==> src/rwsc_params.svh <==
// Offsets, field positions, reset values and timing counts of the reset/sleep controller
`ifndef RWSC_PARAMS_SVH
`define RWSC_PARAMS_SVH
`define RWSC_ADDR_WDT_CLEAR 8'he3
`define RWSC_ADDR_STATUS 8'hff
`define RWSC_ADDR_SLEEP_CFG 8'he0
`define RWSC_ADDR_ANALOG 8'he1
`define RWSC_ADDR_CLOCK_CFG 8'he2
`define RWSC_STATUS_RESET 8'h10
`define RWSC_BIT_HALT 0
`define RWSC_BIT_SLEEP 3
`define RWSC_BIT_POWERUP 4
`define RWSC_BIT_DOGRST 5
`define RWSC_BIT_IES 7
`define RWSC_SLEEP_CLEAR_CODE 8'h38
`define RWSC_WDT_LIMIT 2'h3
`define RWSC_CLK_HZ 200000000
`define RWSC_STARTUP_MS 64
`define RWSC_STARTUP_CYC ((`RWSC_STARTUP_MS * (`RWSC_CLK_HZ / 1000)))
`define RWSC_CAL_CPU_CYC 2502
`define RWSC_CAL_CPU_HZ 3000000
`define RWSC_CAL_CYC ((`RWSC_CAL_CPU_CYC * (`RWSC_CLK_HZ / 1000)) / (`RWSC_CAL_CPU_HZ / 1000))
`define RWSC_EXTERNAL_RESET_PIN_NS 10000
`define RWSC_EXTERNAL_RESET_PIN_CYC ((`RWSC_EXTERNAL_RESET_PIN_NS * (`RWSC_CLK_HZ / 1000000) + 999) / 1000)
`endif

==> src/rwsc_pkg.sv <==
// Types of the reset/sleep controller
package rwsc_pkg;
  typedef enum logic [2:0] {
    RWSC_ST_STARTUP = 3'b000,
    RWSC_ST_CALIB = 3'b001,
    RWSC_ST_RUN = 3'b010,
    RWSC_ST_SLEEP = 3'b011,
    RWSC_ST_HOLDOFF = 3'b100,
    RWSC_ST_HALT = 3'b101
  } rwsc_state_t;
endpackage : rwsc_pkg

==> src/rwsc_reset_watchdog_sleep.sv <==
// Reset sequencer, sleep timer, watchdog and sleep-state clock gating
//
// Added by the designer: the plain strobed port.
`timescale 1ns/1ps
`default_nettype none
`include "rwsc_params.svh"
module rwsc_reset_watchdog_sleep #(
  parameter int STARTUP_CYC = `RWSC_STARTUP_CYC,
  parameter int CAL_CYC = `RWSC_CAL_CYC,
  parameter int EXTERNAL_RESET_PIN_CYC = `RWSC_EXTERNAL_RESET_PIN_CYC,
  parameter int SLEEP_BITS = 15
) (
  input wire logic clk_sys,
  input wire logic sys_rst,
  input wire logic external_reset_pin,
  input wire logic slow_tick,
  input wire logic irq_pending,
  input wire logic global_irq_enable,
  input wire logic [7:0] reg_addr,
  input wire logic [7:0] reg_wdata,
  input wire logic reg_wr,
  input wire logic reg_rd,
  output logic [7:0] reg_rdata,
  output logic cpu_run,
  output logic cpu_in_reset,
  output logic calibrating,
  output logic main_clk_enable,
  output logic sleep_irq,
  output logic watchdog_reset_event,
  output logic analog_power,
  output logic [3:0] analog_block_enable,
  output logic crystal_selected,
  output logic low_speed_osc_enable
);
  // Refuse counts that the counters below cannot hold
  initial begin
    if (STARTUP_CYC < 1) begin
      $error("rwsc: STARTUP_CYC must be at least 1");
    end
    if (CAL_CYC < 1) begin
      $error("rwsc: CAL_CYC must be at least 1");
    end
    if (EXTERNAL_RESET_PIN_CYC < 1) begin
      $error("rwsc: EXTERNAL_RESET_PIN_CYC must be at least 1");
    end
    if (EXTERNAL_RESET_PIN_CYC > 65535) begin
      $error("rwsc: EXTERNAL_RESET_PIN_CYC exceeds the 16-bit pin counter");
    end
    // Longest period is 32768 ticks
    if (SLEEP_BITS < 15 || SLEEP_BITS > 24) begin
      $error("rwsc: SLEEP_BITS out of range");
    end
  end

  typedef struct packed {
    rwsc_pkg::rwsc_state_t state;
    logic [31:0] seq_cnt;
    logic [15:0] external_reset_pin_cnt;
    logic external_reset_pin_s1;
    logic external_reset_pin_s2;
    logic tick_s1;
    logic tick_s2;
    logic tick_d;
    logic [7:0] status;
    logic wdt_en;
    logic [1:0] wdt_cnt;
    logic [23:0] sleep_cnt;
    logic [1:0] sleep_sel;
    logic xtal_req;
    logic xtal_sel;
    logic pll_en;
    logic analog_pwr;
    logic [3:0] analog_en;
    logic full_sleep;
    logic half_done;
    logic sleep_irq;
    logic wdr_pulse;
    logic [7:0] rdata;
  } rwsc_state_s_t;

  rwsc_state_s_t s_reg;
  rwsc_state_s_t s_next;

  // Overflow period in slow ticks per selection
  function automatic logic [23:0] sleep_period(input logic [1:0] sel);
    case (sel)
      2'h0: sleep_period = 24'h000040;
      2'h1: sleep_period = 24'h000200;
      2'h2: sleep_period = 24'h001000;
      default: sleep_period = 24'h008000;
    endcase
  endfunction : sleep_period

  // Full-count and last-count compare values
  localparam logic [15:0] EXTERNAL_RESET_PIN_FULL = 16'(EXTERNAL_RESET_PIN_CYC);
  localparam logic [15:0] EXTERNAL_RESET_PIN_LAST = 16'(EXTERNAL_RESET_PIN_CYC - 1);
  localparam logic [31:0] STARTUP_LAST = 32'(STARTUP_CYC - 1);
  localparam logic [31:0] CAL_LAST = 32'(CAL_CYC - 1);
  localparam logic [1:0] WDT_LAST = `RWSC_WDT_LIMIT - 2'h1;

  // One-cycle strobe aimed at one register offset
  function automatic logic reg_hit(input logic strobe, input logic [7:0] addr,
                                   input logic [7:0] target);
    reg_hit = strobe && (addr == target);
  endfunction : reg_hit

  // State image shared by power-on and external reset
  function automatic rwsc_state_s_t reset_image();
    reset_image = '0;
    reset_image.state = rwsc_pkg::RWSC_ST_STARTUP;
    reset_image.status = `RWSC_STATUS_RESET;
    reset_image.wdt_en = 1'b0;
    reset_image.analog_pwr = 1'b1;
  endfunction : reset_image

  // Edge of the synchronised slow clock
  function automatic logic slow_edge(input logic now, input logic was, input logic rising);
    if (rising) begin
      slow_edge = now && !was;
    end else begin
      slow_edge = !now && was;
    end
  endfunction : slow_edge

  function automatic logic in_state(input rwsc_pkg::rwsc_state_t cur,
                                    input rwsc_pkg::rwsc_state_t want);
    in_state = (cur == want);
  endfunction : in_state

  // Read-back word; unmapped and write-only offsets read zero
  function automatic logic [7:0] read_word(input logic [7:0] addr, input rwsc_state_s_t s,
                                           input logic ies);
    case (addr)
      `RWSC_ADDR_STATUS: begin
        read_word = s.status;
        read_word[`RWSC_BIT_IES] = ies;
      end
      `RWSC_ADDR_SLEEP_CFG: begin
        read_word = {4'h0, s.pll_en, s.xtal_req, s.sleep_sel};
      end
      `RWSC_ADDR_ANALOG: begin
        read_word = {3'h0, s.analog_pwr, s.analog_en};
      end
      `RWSC_ADDR_CLOCK_CFG: begin
        read_word = {s.wdt_en, s.wdt_cnt, s.full_sleep, s.xtal_sel, s.state};
      end
      default: begin
        read_word = 8'h00;
      end
    endcase
  endfunction : read_word

  logic tick_rise;
  logic tick_fall;
  logic overflow;
  logic por_seq;
  logic dog_fire;
  logic wr_status;
  logic wr_clear;
  logic wr_sleep_cfg;
  logic wr_analog;

  always_comb begin
    s_next = s_reg;
    tick_rise = slow_edge(s_reg.tick_s2, s_reg.tick_d, 1'b1);
    tick_fall = slow_edge(s_reg.tick_s2, s_reg.tick_d, 1'b0);
    wr_status = reg_hit(reg_wr, reg_addr, `RWSC_ADDR_STATUS);
    wr_clear = reg_hit(reg_wr, reg_addr, `RWSC_ADDR_WDT_CLEAR);
    wr_sleep_cfg = reg_hit(reg_wr, reg_addr, `RWSC_ADDR_SLEEP_CFG);
    wr_analog = reg_hit(reg_wr, reg_addr, `RWSC_ADDR_ANALOG);
    s_next.sleep_irq = 1'b0;
    s_next.wdr_pulse = 1'b0;
    // Read data stand for the one cycle after the strobe
    s_next.rdata = 8'h00;

    // Two-stage synchronisers for the pin and the slow clock
    s_next.external_reset_pin_s1 = external_reset_pin;
    s_next.external_reset_pin_s2 = s_reg.external_reset_pin_s1;
    s_next.tick_s1 = slow_tick;
    s_next.tick_s2 = s_reg.tick_s1;
    s_next.tick_d = s_reg.tick_s2;

    // Pin must stay high the full minimum width
    if (s_reg.external_reset_pin_s2) begin
      if (s_reg.external_reset_pin_cnt < EXTERNAL_RESET_PIN_FULL) begin
        s_next.external_reset_pin_cnt = s_reg.external_reset_pin_cnt + 16'h0001;
      end
    end else begin
      s_next.external_reset_pin_cnt = 16'h0000;
    end
    por_seq = s_reg.external_reset_pin_s2 && (s_reg.external_reset_pin_cnt == EXTERNAL_RESET_PIN_LAST);

    // Sleep timer on slow clock, runs in every state
    overflow = 1'b0;
    if (tick_rise) begin
      if (s_reg.sleep_cnt >= sleep_period(s_reg.sleep_sel) - 24'h000001) begin
        s_next.sleep_cnt = 24'h000000;
        overflow = 1'b1;
      end else begin
        s_next.sleep_cnt = s_reg.sleep_cnt + 24'h000001;
      end
    end

    // Overflow drives the interrupt, crystal swap and watchdog
    if (overflow) begin
      s_next.sleep_irq = 1'b1;
      if (s_reg.xtal_req) begin
        s_next.xtal_sel = 1'b1;
      end
      if (s_reg.wdt_en) begin
        s_next.wdt_cnt = s_reg.wdt_cnt + 2'h1;
      end
    end
    dog_fire = overflow && s_reg.wdt_en && (s_reg.wdt_cnt == WDT_LAST);

    // Watchdog clear register, write-only
    if (wr_clear) begin
      s_next.wdt_cnt = 2'h0;
      if (reg_wdata == `RWSC_SLEEP_CLEAR_CODE) begin
        s_next.sleep_cnt = 24'h000000;
      end
    end

    // Power-up and watchdog flags clear on a written zero; sleep and halt bits take the written value
    if (wr_status) begin
      if (!reg_wdata[`RWSC_BIT_POWERUP]) begin
        s_next.status[`RWSC_BIT_POWERUP] = 1'b0;
        s_next.wdt_en = 1'b1;
      end
      if (!reg_wdata[`RWSC_BIT_DOGRST]) begin
        s_next.status[`RWSC_BIT_DOGRST] = 1'b0;
      end
      s_next.status[`RWSC_BIT_SLEEP] = reg_wdata[`RWSC_BIT_SLEEP];
      s_next.status[`RWSC_BIT_HALT] = reg_wdata[`RWSC_BIT_HALT];
    end

    // Sleep period, crystal request and PLL flag
    if (wr_sleep_cfg) begin
      s_next.sleep_sel = reg_wdata[1:0];
      s_next.xtal_req = reg_wdata[2];
      s_next.pll_en = reg_wdata[3];
    end
    // Array power bit overrides the block enables
    if (wr_analog) begin
      s_next.analog_pwr = reg_wdata[4];
      s_next.analog_en = reg_wdata[3:0];
      s_next.full_sleep = 1'b0;
    end

    // Processor sequencer
    case (s_reg.state)
      rwsc_pkg::RWSC_ST_STARTUP: begin
        s_next.seq_cnt = s_reg.seq_cnt + 32'h1;
        if (s_reg.seq_cnt == STARTUP_LAST) begin
          s_next.seq_cnt = 32'h0;
          s_next.state = rwsc_pkg::RWSC_ST_CALIB;
        end
      end
      rwsc_pkg::RWSC_ST_CALIB: begin
        s_next.seq_cnt = s_reg.seq_cnt + 32'h1;
        if (s_reg.seq_cnt == CAL_LAST) begin
          s_next.seq_cnt = 32'h0;
          s_next.state = rwsc_pkg::RWSC_ST_RUN;
        end
      end
      rwsc_pkg::RWSC_ST_RUN: begin
        if (s_next.status[`RWSC_BIT_HALT]) begin
          s_next.state = rwsc_pkg::RWSC_ST_HALT;
        end else if (s_next.status[`RWSC_BIT_SLEEP]) begin
          s_next.state = rwsc_pkg::RWSC_ST_SLEEP;
          s_next.full_sleep = !s_reg.analog_pwr;
        end
      end
      rwsc_pkg::RWSC_ST_SLEEP: begin
        if (irq_pending && !s_reg.status[`RWSC_BIT_HALT]) begin
          s_next.state = rwsc_pkg::RWSC_ST_HOLDOFF;
          s_next.half_done = 1'b0;
        end
      end
      rwsc_pkg::RWSC_ST_HOLDOFF: begin
        // Full slow cycle with PLL, half cycle without
        if (tick_fall || tick_rise) begin
          s_next.half_done = 1'b1;
          if (!s_reg.pll_en || s_reg.half_done) begin
            s_next.state = rwsc_pkg::RWSC_ST_RUN;
            s_next.status[`RWSC_BIT_SLEEP] = 1'b0;
            s_next.full_sleep = 1'b0;
          end
        end
      end
      rwsc_pkg::RWSC_ST_HALT: begin
        // Only a reset or the watchdog leaves halt
        s_next.state = rwsc_pkg::RWSC_ST_HALT;
      end
      default: begin
        s_next.state = rwsc_pkg::RWSC_ST_STARTUP;
      end
    endcase

    // Watchdog restart keeps only its own flag
    if (dog_fire) begin
      s_next.state = rwsc_pkg::RWSC_ST_STARTUP;
      s_next.seq_cnt = 32'h0;
      s_next.status = 8'h00;
      s_next.status[`RWSC_BIT_DOGRST] = 1'b1;
      s_next.wdt_cnt = 2'h0;
      s_next.sleep_cnt = 24'h000000;
      s_next.sleep_sel = 2'h0;
      s_next.wdr_pulse = 1'b1;
    end

    // External reset takes the power-on path; synchronisers keep running
    if (por_seq) begin
      s_next = reset_image();
      s_next.status = `RWSC_STATUS_RESET;
      s_next.wdt_en = 1'b0;
      s_next.external_reset_pin_s1 = external_reset_pin;
      s_next.external_reset_pin_s2 = s_reg.external_reset_pin_s1;
      s_next.external_reset_pin_cnt = s_reg.external_reset_pin_cnt + 16'h0001;
      s_next.tick_s1 = slow_tick;
      s_next.tick_s2 = s_reg.tick_s1;
      s_next.tick_d = s_reg.tick_s2;
    end

    if (reg_rd) begin
      s_next.rdata = read_word(reg_addr, s_reg, global_irq_enable);
    end
  end

  always_ff @(posedge clk_sys) begin
    if (sys_rst) begin
      s_reg <= reset_image();
    end else begin
      s_reg <= s_next;
    end
  end

  // Outputs decoded from the registered state
  assign reg_rdata = s_reg.rdata;
  assign cpu_run = in_state(s_reg.state, rwsc_pkg::RWSC_ST_RUN);
  assign cpu_in_reset = in_state(s_reg.state, rwsc_pkg::RWSC_ST_STARTUP);
  assign calibrating = in_state(s_reg.state, rwsc_pkg::RWSC_ST_CALIB);
  assign main_clk_enable = !in_state(s_reg.state, rwsc_pkg::RWSC_ST_SLEEP);
  assign sleep_irq = s_reg.sleep_irq;
  assign watchdog_reset_event = s_reg.wdr_pulse;
  assign analog_power = s_reg.analog_pwr && !s_reg.full_sleep;
  assign analog_block_enable = analog_power ? s_reg.analog_en : 4'h0;
  assign crystal_selected = s_reg.xtal_sel;
  assign low_speed_osc_enable = !s_reg.xtal_sel;
endmodule : rwsc_reset_watchdog_sleep
`default_nettype wire

==> config.mk <==
export PLATFORM = sky130hd
export DESIGN_NAME = rwsc_reset_watchdog_sleep
export DESIGN_NICKNAME = d
export VERILOG_FILES = /design/src/rwsc_pkg.sv /design/src/rwsc_reset_watchdog_sleep.sv
export VERILOG_INCLUDE_DIRS = /design/src
export SDC_FILE = /design/constraint.sdc
export NUM_CORES = 1
export LEC_CHECK = 0
export ABC_AREA = 1
export BUFFER_PORTS_ARGS = -buffer_cell sky130_fd_sc_hd__buf_4
export CAP_MARGIN = 10
export CORE_MARGIN = 2
export CORE_UTILIZATION = 30
export DETAILED_ROUTE_END_ITERATION = 10
export PLACE_DENSITY_LB_ADDON = 0.25
export SETUP_SLACK_MARGIN = 0.1
export SKIP_LAST_GASP = 1
export SLEW_MARGIN = 20
export SYNTH_ARGS = -nofsm -noshare
export SYNTH_HDL_FRONTEND = slang
export SYNTH_SLANG_ARGS = --single-unit
==> constraint.sdc <==
create_clock -name clk_sys -period 2.3 [get_ports clk_sys]
set_clock_uncertainty 0.05 [all_clocks]
set_input_delay 0.23 -clock clk_sys [delete_from_list [all_inputs] [get_ports clk_sys]]
set_output_delay 0.23 -clock clk_sys [all_outputs]
set_load 0.01 [all_outputs]
==> run metrics, run 1 <==
cell mode on critical path nand2_1; Pwr per Cell Area 581 nW/um2; crit-path max cell delay 0.36 ns; vias 5,195; worst path bufs/invs 1; gate family responsible for the most delay along the worst path simple AND/OR/NAND/NOR gates; first-pass GRT wire length 23,000 um; Nets 917; EDFF count, synth 0; R2R cell count 11; synth top area cells dfxtp_1, nand2_1, nor2_1; num rows 50; critical path data required time 2.53 ns; max reg flops 98; register area share after synthesis 37.7%; Hold Crit Start external_reset_pin; DRT Wirelength 14,000 um; Cell Area, Synth 5800 um2; RSZ-0062 raised after global routing false; most used flip-flop cell after synthesis dfxtp_1; post-synthesis cell type count 49; most common library cells after synthesis nand2_1, nor2_1, dfxtp_1, inv_1, nand3_1; register bit total from synthesis 109; Reg2Reg Launch Point s_reg[21]; CTS sink cnt 109; Routed Antenna Nets 0; outcome finished, final reports clean; number of buffers added on ports 44; R2R setup slack 0.25 ns; Max Slew Vio Count 0; Async SR Flop Fraction 0%; top-area cell type share of the netlist area 37.7%; WS Path Type reg -> reg; fillcell total 2,019; Final setup viols 0; reg2reg end s_reg[36]; largest area contributor in the netlist dfxtp_1; clock tree buffer depth 2; via/cell ratio 4.55; period utilization 89.1%; Cells after DPL 1,125; Crit. End Element flop; setup_tns 0 ns; HP Class in -> reg; GPL Wtd Cong 0.817; area grow syn2layout 18.3%; clock latency on the worst-skew pair 0.36 ns; critical path, cell by cell nand2_1 -> ha_1 -> nand2_1 -> inv_1 -> nand2_1 -> nand2_1 -> nor2_1 -> nand3_2 -> nand2_1 -> o21ai_0 -> nor3_1; die area 20,400 um2; diode count 0; drt initial violations 273; fmax 488 MHz; CP arrival 2.28 ns; Worst-path clk slew 0.07 ns; die extent in x 143 um; crit path launch type flop; CTS buffer count 9; Max Cap Viol 0; DR pass1 iterations 5; VDD IR max 0.293 mV; Tightest Pin Transition 0.571 ns; WL/cell 12.3 um; share of layout cells above drive strength 1 14.2%; Fin. Hold Viols 0; Starting Density 30.8%; Post-Syn Area per Cell 6.97 um2; CTS tree built; grt ovf 0; Period minus WS final 2.05 ns; Syn Nets 870; Worst path slowest cell dfxtp_2; DRC Markers 0; CTS root buf clkbuf_16; vias in the first global route 4,833; Die H 143 um; largest net degree at the start of global routing 34; post-route insts no fill 1,143; Leakage 2.79 nW; Ys Warns 0; Hold Crit Depth 3; overall routing resource usage 14.1%; Max-Slew Margin vs Limit 61.6%; fin util 36.4%; H-tree levels 3; Detailed Place HPWL 10,500 um; Overall Power 0.00398 W; Worst Path Max Fanout 7; antenna violations before repair 0; Syn Inst Count 831; most common cell in the netlist nand2_1; core area 18,800 um2; io pins 45; WHS Endpoint s_reg[61]
[cell type report]
| type | count | area [um2] | area share (%) |
|---|---|---|---|
| multi-input cells | 583 | 3070 | 44.8 |
| flip-flops and latches | 109 | 2180 | 31.9 |
| repair buffers | 56 | 453 | 6.61 |
| inverters | 119 | 453 | 6.61 |
| well taps | 260 | 325 | 4.74 |
| clock buffers | 9 | 225 | 3.28 |
| clock inverters | 7 | 145 | 2.12 |
[cell families (layout without fill, tap and decap cells)]
group	Yosys count	after routing	share of synthesized area, %
compound gates	88	88	8.59
xor+xnor	27	27	4.08
fa+ha+maj	15	15	3.24
buf+inv	139	191	10.3
flops	109	109	37.7
simple gates	451	451	35.9
mux	1	1	0.173
other cells	1	1	0.0647
[report_power, final]
| part | switching [W] | leakage [nW] | internal [W] |
|---|---|---|---|
| clock | 0.000749 | 0.177 | 0.00118 |
| combinational | 0.0000873 | 1.74 | 0.0000610 |
| sequential | 0.00000769 | 0.880 | 0.00190 |
| total | 0.000844 | 2.79 | 0.00314 |
[worst max path at each step]
stage,start,endpoint,cells past startpoint
2_1_floorplan,s_reg[21],s_reg[52],13
3_3_place_gp,s_reg[20],s_reg[22],13
3_5_place_dp,s_reg[20],s_reg[24],13
4_1_cts,s_reg[20],s_reg[92],13
5_1_grt,s_reg[21],s_reg[81],13
6_report,s_reg[21],s_reg[36],11
[per-stage QoR]
| step | worst slack (ns) | area, um2 | hold WS, ns |
|---|---|---|---|
| 2_1_floorplan | 0.419 | 5800 | 0.256 |
| 3_3_place_gp | 0.0965 | 6390 | 0.345 |
| 3_5_place_dp | 0.0184 | 6390 | 0.342 |
| 4_1_cts | 0.139 | 6770 | 0.00809 |
| 5_1_grt | 0.114 | 6860 | 0.0158 |
| 6_report | 0.251 | 6860 | 0.0212 |
[tightest hold or removal path, delay by kind of cell]
| kind | cells | cell delay (ns) |
|---|---|---|
| buf+inv | 2 | 0.11 |
| simple gates | 1 | 0.07 |
[routing by layer]
layer | share of wire (%) | wire length [um] | up-vias | GRT usage, %
li1 | - | - | 2748 | -
met2 | 46 | 6390 | 78 | 23.1
met4 | 1.1 | 158 | 0 | 4.06
met1 | 49 | 6910 | 2355 | 18.6
met3 | 3.9 | 550 | 14 | 3.25
met5 | 0 | 0 | - | 0
[placed cells by master (no fill, tap or decap), drive strengths merged, types with 2 or more instances in the layout]
cell,n
a21oi,40
a31oi,2
buf,54
bufinv,4
clkbuf,10
dfxtp,109
ha,15
inv,120
nand2,186
nand3,55
nand4,24
nor2,149
nor3,29
nor4,5
o211ai,9
o21a,2
o21ai,26
o22ai,2
xnor2,7
xor2,20
[what timing repair did]
item                                    in CTS  in global routing
buffers inserted                             0                  0
pin swaps                                    0                  1
endpoints found under the setup margin      11                 57
gates resized for setup                      1                 13
cloned                                       0                  1
hold buffers                                 1                  0
endpoints found under the hold margin        1                  0
No activity file was read; power rests on OpenSTA's default activity.
==> inputs of run 2 (changes only) <==
- CTS_BUF_LIST: not set -> sky130_fd_sc_hd__clkbuf_16
- REMOVE_ABC_BUFFERS: not set -> 1
==> run 2 against run 1 <==
  * Global-route usage up 0.14 points
  * Largest cell class unchanged
  * Die area is the same
  * Sequential share of layout area rose by 0.48 points
  * Critical path type unchanged
==> run metrics, run 2 (same netlist as run 1, synthesis figures left out) <==
CTS root buf clkbuf_16; GPL Wtd Cong 0.798; core area 18,800 um2; number of buffers added on ports 44; worst path bufs/invs 0; WL/cell 12.3 um; CTS sink cnt 109; Fin. Hold Viols 0; Worst-path clk slew 0.07 ns; Die H 143 um; CP arrival 2.31 ns; Starting Density 30.8%; DRT Wirelength 14,000 um; cell mode on critical path nand2_1; largest net degree at the start of global routing 23; drt initial violations 316; Pwr per Cell Area 551 nW/um2; setup_tns 0 ns; HP Class in -> reg; number of post-CTS setup repair buffers 0; DR pass1 iterations 5; most frequent cells in the layout nand2_1, nor2_1, inv_1; crit path launch type flop; vias in the first global route 4,772; Period minus WS final 2.08 ns; CTS buffer count 9; Routed Antenna Nets 0; clock latency on the worst-skew pair 0.35 ns; VDD IR max 0.375 mV; share of layout cells above drive strength 1 13.6%; overall routing resource usage 14.3%; Detailed Place HPWL 10,700 um; WS Path Type reg -> reg; area grow syn2layout 16.5%; CTS tree built; post-route cell area 6750 um2; max reg flops 98; H-tree levels 3; Crit. End Element flop; Max Cap Viol 0; vias 5,132; fmax 482 MHz; die area 20,400 um2; critical path data required time 2.54 ns; die extent in x 143 um; io pins 45; diode count 0; Leakage 2.75 nW; via/cell ratio 4.50; Worst path slowest cell dfxtp_1; num rows 50; period utilization 90.2%; outcome finished, final reports clean; DRC Markers 0; Max-Slew Margin vs Limit 64.2%; Worst Path Max Fanout 5; crit-path max cell delay 0.39 ns; Post-DP Area 6360 um2; Final setup viols 0; antenna violations before repair 0; Tightest Pin Transition 0.533 ns; commonest non-fill, non-tap cell in the layout nand2_1; Max Slew Vio Count 0; gate family responsible for the most delay along the worst path simple AND/OR/NAND/NOR gates; Nets 915; critical path, cell by cell nand2_1 -> ha_1 -> nand2_1 -> nand2_1 -> nand2_1 -> nand2_1 -> nor2_1 -> nand3_2 -> a21boi_1 -> nand2_2 -> nor2_1; grt ovf 0; clock tree buffer depth 2; RSZ-0062 raised after global routing true; first-pass GRT wire length 23,300 um
[run 2: cell count changes in the layout (fill, tap and decap cells not counted), sizes merged]
cell | before | now
clkinv | 1 | 3
buf | 54 | 52
bufinv | 4 | 2
nand2 | 186 | 187
clkbuf | 10 | 9
[run 2: worst paths after layout]
path,to,start,slack [ns],cells after the start
setup reg to reg,s_reg[25],s_reg[21],0.22,11
hold / removal,s_reg[61],external_reset_pin,0.03,3
setup / recovery,s_reg[25],s_reg[21],0.22,11
hold reg to reg,s_reg[60],s_reg[61],0.36,2
[run 2: final cells by class]
class                      instances  area [um2]
clock buffer                       9         225
clock inverter                     7        90.1
fill                            2060       12100
inverter                         119         453
multi-input combinational        584        3060
sequential                       109        2180
tap                              260         325
timing repair buffer              53         412
[run 2: report_power, final]
group | switching [W] | total [W] | internal [W]
sequential | 0.00000806 | 0.00190 | 0.00190
combinational | 0.0000869 | 0.000144 | 0.0000570
clock | 0.000720 | 0.00167 | 0.000952
total | 0.000815 | 0.00372 | 0.00290
[run 2: tightest hold or removal path: cells and delay by family]
kind,cells,cell delay (ns)
AND/OR/NAND/NOR,1,0.06
buffers and inverters,2,0.10
[run 2: metal layers]
layer | track usage [%] | wire (um) | vias to the layer above
met5 | 0 | 0 | -
met4 | 4.90 | 249 | 0
met3 | 2.48 | 603 | 18
met2 | 22.4 | 6050 | 92
met1 | 19.7 | 7140 | 2280
li1 | - | - | 2742
[run 2: metrics by stage]
stage / utilization (%) / setup slack, ns / total power (W) / hold WS [ns] / cells
2_1_floorplan: - / 0.0469 / 0.00201 / 0.251 / 811
3_3_place_gp: 33.8 / 0.204 / 0.00208 / 0.346 / 1123
3_5_place_dp: 33.8 / 0.118 / 0.00209 / 0.351 / 1123
4_1_cts: 35.5 / 0.117 / 0.00378 / 0.0147 / 1140
5_1_grt: 35.8 / 0.0750 / 0.00386 / 0.0496 / 1141
6_report: 35.8 / 0.225 / 0.00372 / 0.0267 / 1141
[run 2: what timing repair did]
item                                    4_1_cts  5_1_grt
gates cloned                                  0        1
gates resized for setup                       1       13
pin swaps                                     0        1
endpoints found under the hold margin         1        0
endpoints found under the setup margin        1       61
hold buffers                                  1        0
==> inputs of run 3 (changes only) <==
- ABC_AREA: 1 -> not set
==> run 3 against run 2 <==
  * Global-route usage grew 0.91 points
  * Utilization grew 3.1 points
  * Synthesized cell count shrank 25%
  * Combinational power grew 15%
  * Clock power shrank 8%
  * Routed wire length shrank 4.6%
  * Critical path depth shrank 6
  * Cell count shrank 19%
  * Sequential power is essentially flat
  * Sequential share of layout area grew 0.31 points
  * Final area shrank 0.48%
  * Power shrank 3.2%
  * Critical path type unchanged
  * Largest cell class unchanged
==> run metrics, run 3 <==
Clk pwr share 42.5%; post-synthesis cell type count 53; most common library cells after synthesis dfxtp_1, nor2_1, nand2_1; vias in the first global route 4,521; drt initial violations 280; largest net degree at the start of global routing 21; WS Path Type reg -> reg; Max-Slew Margin vs Limit 59.6%; clock latency on the worst-skew pair 0.36 ns; die extent in x 136 um; period utilization 96.1%; Detailed Place HPWL 9890 um; NetSw 0.000870 W; vias 4,564; Period minus WS final 2.21 ns; first-pass GRT wire length 22,100 um; die area 18,600 um2; diode count 0; Die H 136 um; overall routing resource usage 15.2%; antenna violations before repair 0; clock tree buffer depth 2; WL/cell 14.5 um; Syn Inst Count 623; Final setup viols 0; Sequential Power Share 52.9%; Leakage 2.51 nW; crit path launch type flop; post-route cell area 6720 um2; via/cell ratio 4.93; Pwr per Cell Area 536 nW/um2; most frequent cells in the layout dfxtp_1, nor2_1, buf_4; share of layout cells above drive strength 1 24.1%; number of buffers added on ports 44; register area share after synthesis 41.5%; Cell Area, Synth 5260 um2; Worst Path Max Fanout 5; Worst-path clk slew 0.08 ns; max reg flops 98; final worst slack 0.0898 ns; Net Sw Frac 24.2%; outcome finished, final reports clean; Starting Density 30.5%; fillcell total 1,730; Nets 734; pre-CTS WS -0.00102 ns; Fin. Hold Viols 0; synth top area cells dfxtp_1, nor2_1, xor2_1; VDD IR max 0.340 mV; HP Class in -> reg; GPL Wtd Cong 0.856; Max Cap Viol 0; grt ovf 0; fmax 452 MHz; Comb pwr share 4.6%; Routed Antenna Nets 0; CTS root buf clkbuf_16; Crit. End Element flop; core area 17,200 um2; Async SR Flop Fraction 0%; CTS tree built; CP arrival 2.45 ns; DRC Markers 0; top-area cell type share of the netlist area 41.5%; Tightest Pin Transition 0.604 ns; H-tree levels 3; internal power 0.00273 W; Post-Syn Area per Cell 8.44 um2; Max Slew Vio Count 0; DR pass1 iterations 4; commonest non-fill, non-tap cell in the layout dfxtp_1; most used flip-flop cell after synthesis dfxtp_1; largest area contributor in the netlist dfxtp_1; Post-DP Area 6050 um2; area grow syn2layout 27.7%; RSZ-0062 raised after global routing true; CTS buffer count 9; DRT Wirelength 13,400 um; register bit total from synthesis 109; num rows 48; Ys Warns 0; io pins 45; critical path data required time 2.54 ns; EDFF count, synth 0; CTS sink cnt 109
-- run 3: changes by cell type in the layout (fill, tap and decap cells not counted), moves of 11 or more --
cell,before,now
mux2i_1,1,15
and2_1,1,12
a21oi_1,40,17
nand3_1,52,31
nor2_1,133,93
inv_1,110,15
nor2b_1,0,14
xor2_1,20,36
buf_4,50,78
and3_1,0,11
nand2_1,175,49
o21ai_0,23,10
xnor2_1,7,23
-- run 3: cell type report --
type	count	area (um2)	share of cell area (%)
Clock buffer	9	225	3.35
Clock inverter	7	66.3	0.987
Inverter	15	56.3	0.838
Multi-Input combinational cell	474	3180	47.3
Sequential cell	109	2190	32.7
Tap cell	225	282	4.19
Timing Repair Buffer	86	714	10.6
-- run 3: worst paths after layout --
kind,start,to,slack [ns],depth (start not counted)
setup / recovery,s_reg[86],s_reg[108],0.09,5
hold / removal,external_reset_pin,s_reg[61],0.03,2
setup reg to reg,s_reg[86],s_reg[108],0.09,5
hold reg to reg,s_reg[61],s_reg[60],0.40,1
-- run 3: worst max-delay path: stages, from the launching register on --
cell	delay (ns)
dfxtp_1	0.37
nand3_1	0.14
or4_4	0.59
or4_4	0.53
or3_1	0.32
a21oi_1	0.15
-- run 3: routing by layer --
| layer | track usage (%) | share of wire (%) | up-vias |
|---|---|---|---|
| met5 | 0 | 0 | - |
| met3 | 4.59 | 4.4 | 15 |
| met4 | 4.22 | 1.0 | 0 |
| met2 | 24.4 | 48 | 78 |
| li1 | - | - | 2296 |
| met1 | 19.7 | 47 | 2175 |
-- run 3: logic make-up (layout without fill, tap and decap cells) --
kind of cell	after synthesis	in the layout	synth area share (%)
xor gates and xnor gates	59	59	9.82
DFF	109	109	41.5
AOI/OAI and AO/OA	58	58	6.92
muxes	18	18	3.50
buffers and inverters	40	117	3.54
other	1	1	0.0713
adders and majority gates	15	15	3.57
and+or+nand+nor	323	323	31.1
-- run 3: stage by stage --
step	total power [W]	util, %	hold slack [ns]	std cells	TNS [ns]
6_report	0.00360	39.0	0.0263	925	0
5_1_grt	0.00375	39.0	0.0396	925	-0.351
4_1_cts	0.00366	37.3	0.0146	923	0
3_5_place_dp	0.00210	35.1	0.383	905	-0.00102
3_3_place_gp	0.00209	35.1	0.383	905	-0.0368
2_1_floorplan	0.00201	-	0.252	598	0
-- run 3: power groups by stage --
stage | Combinational (W) | Sequential (W) | Clock, W
2_1_floorplan | 0.0000564 | 0.00195 | 0
3_3_place_gp | 0.000143 | 0.00195 | 0
3_5_place_dp | 0.000144 | 0.00195 | 0
4_1_cts | 0.000152 | 0.00191 | 0.00160
5_1_grt | 0.000182 | 0.00191 | 0.00166
6_report | 0.000166 | 0.00191 | 0.00153
-- run 3: what timing repair did --
item,4_1_cts,5_1_grt
hold buffers,0,0
setup endpoints to repair,56,66
gates resized for setup,20,53
pin swaps,3,15
buffers inserted,1,1
hold endpoints to repair,0,0
cloned,1,1
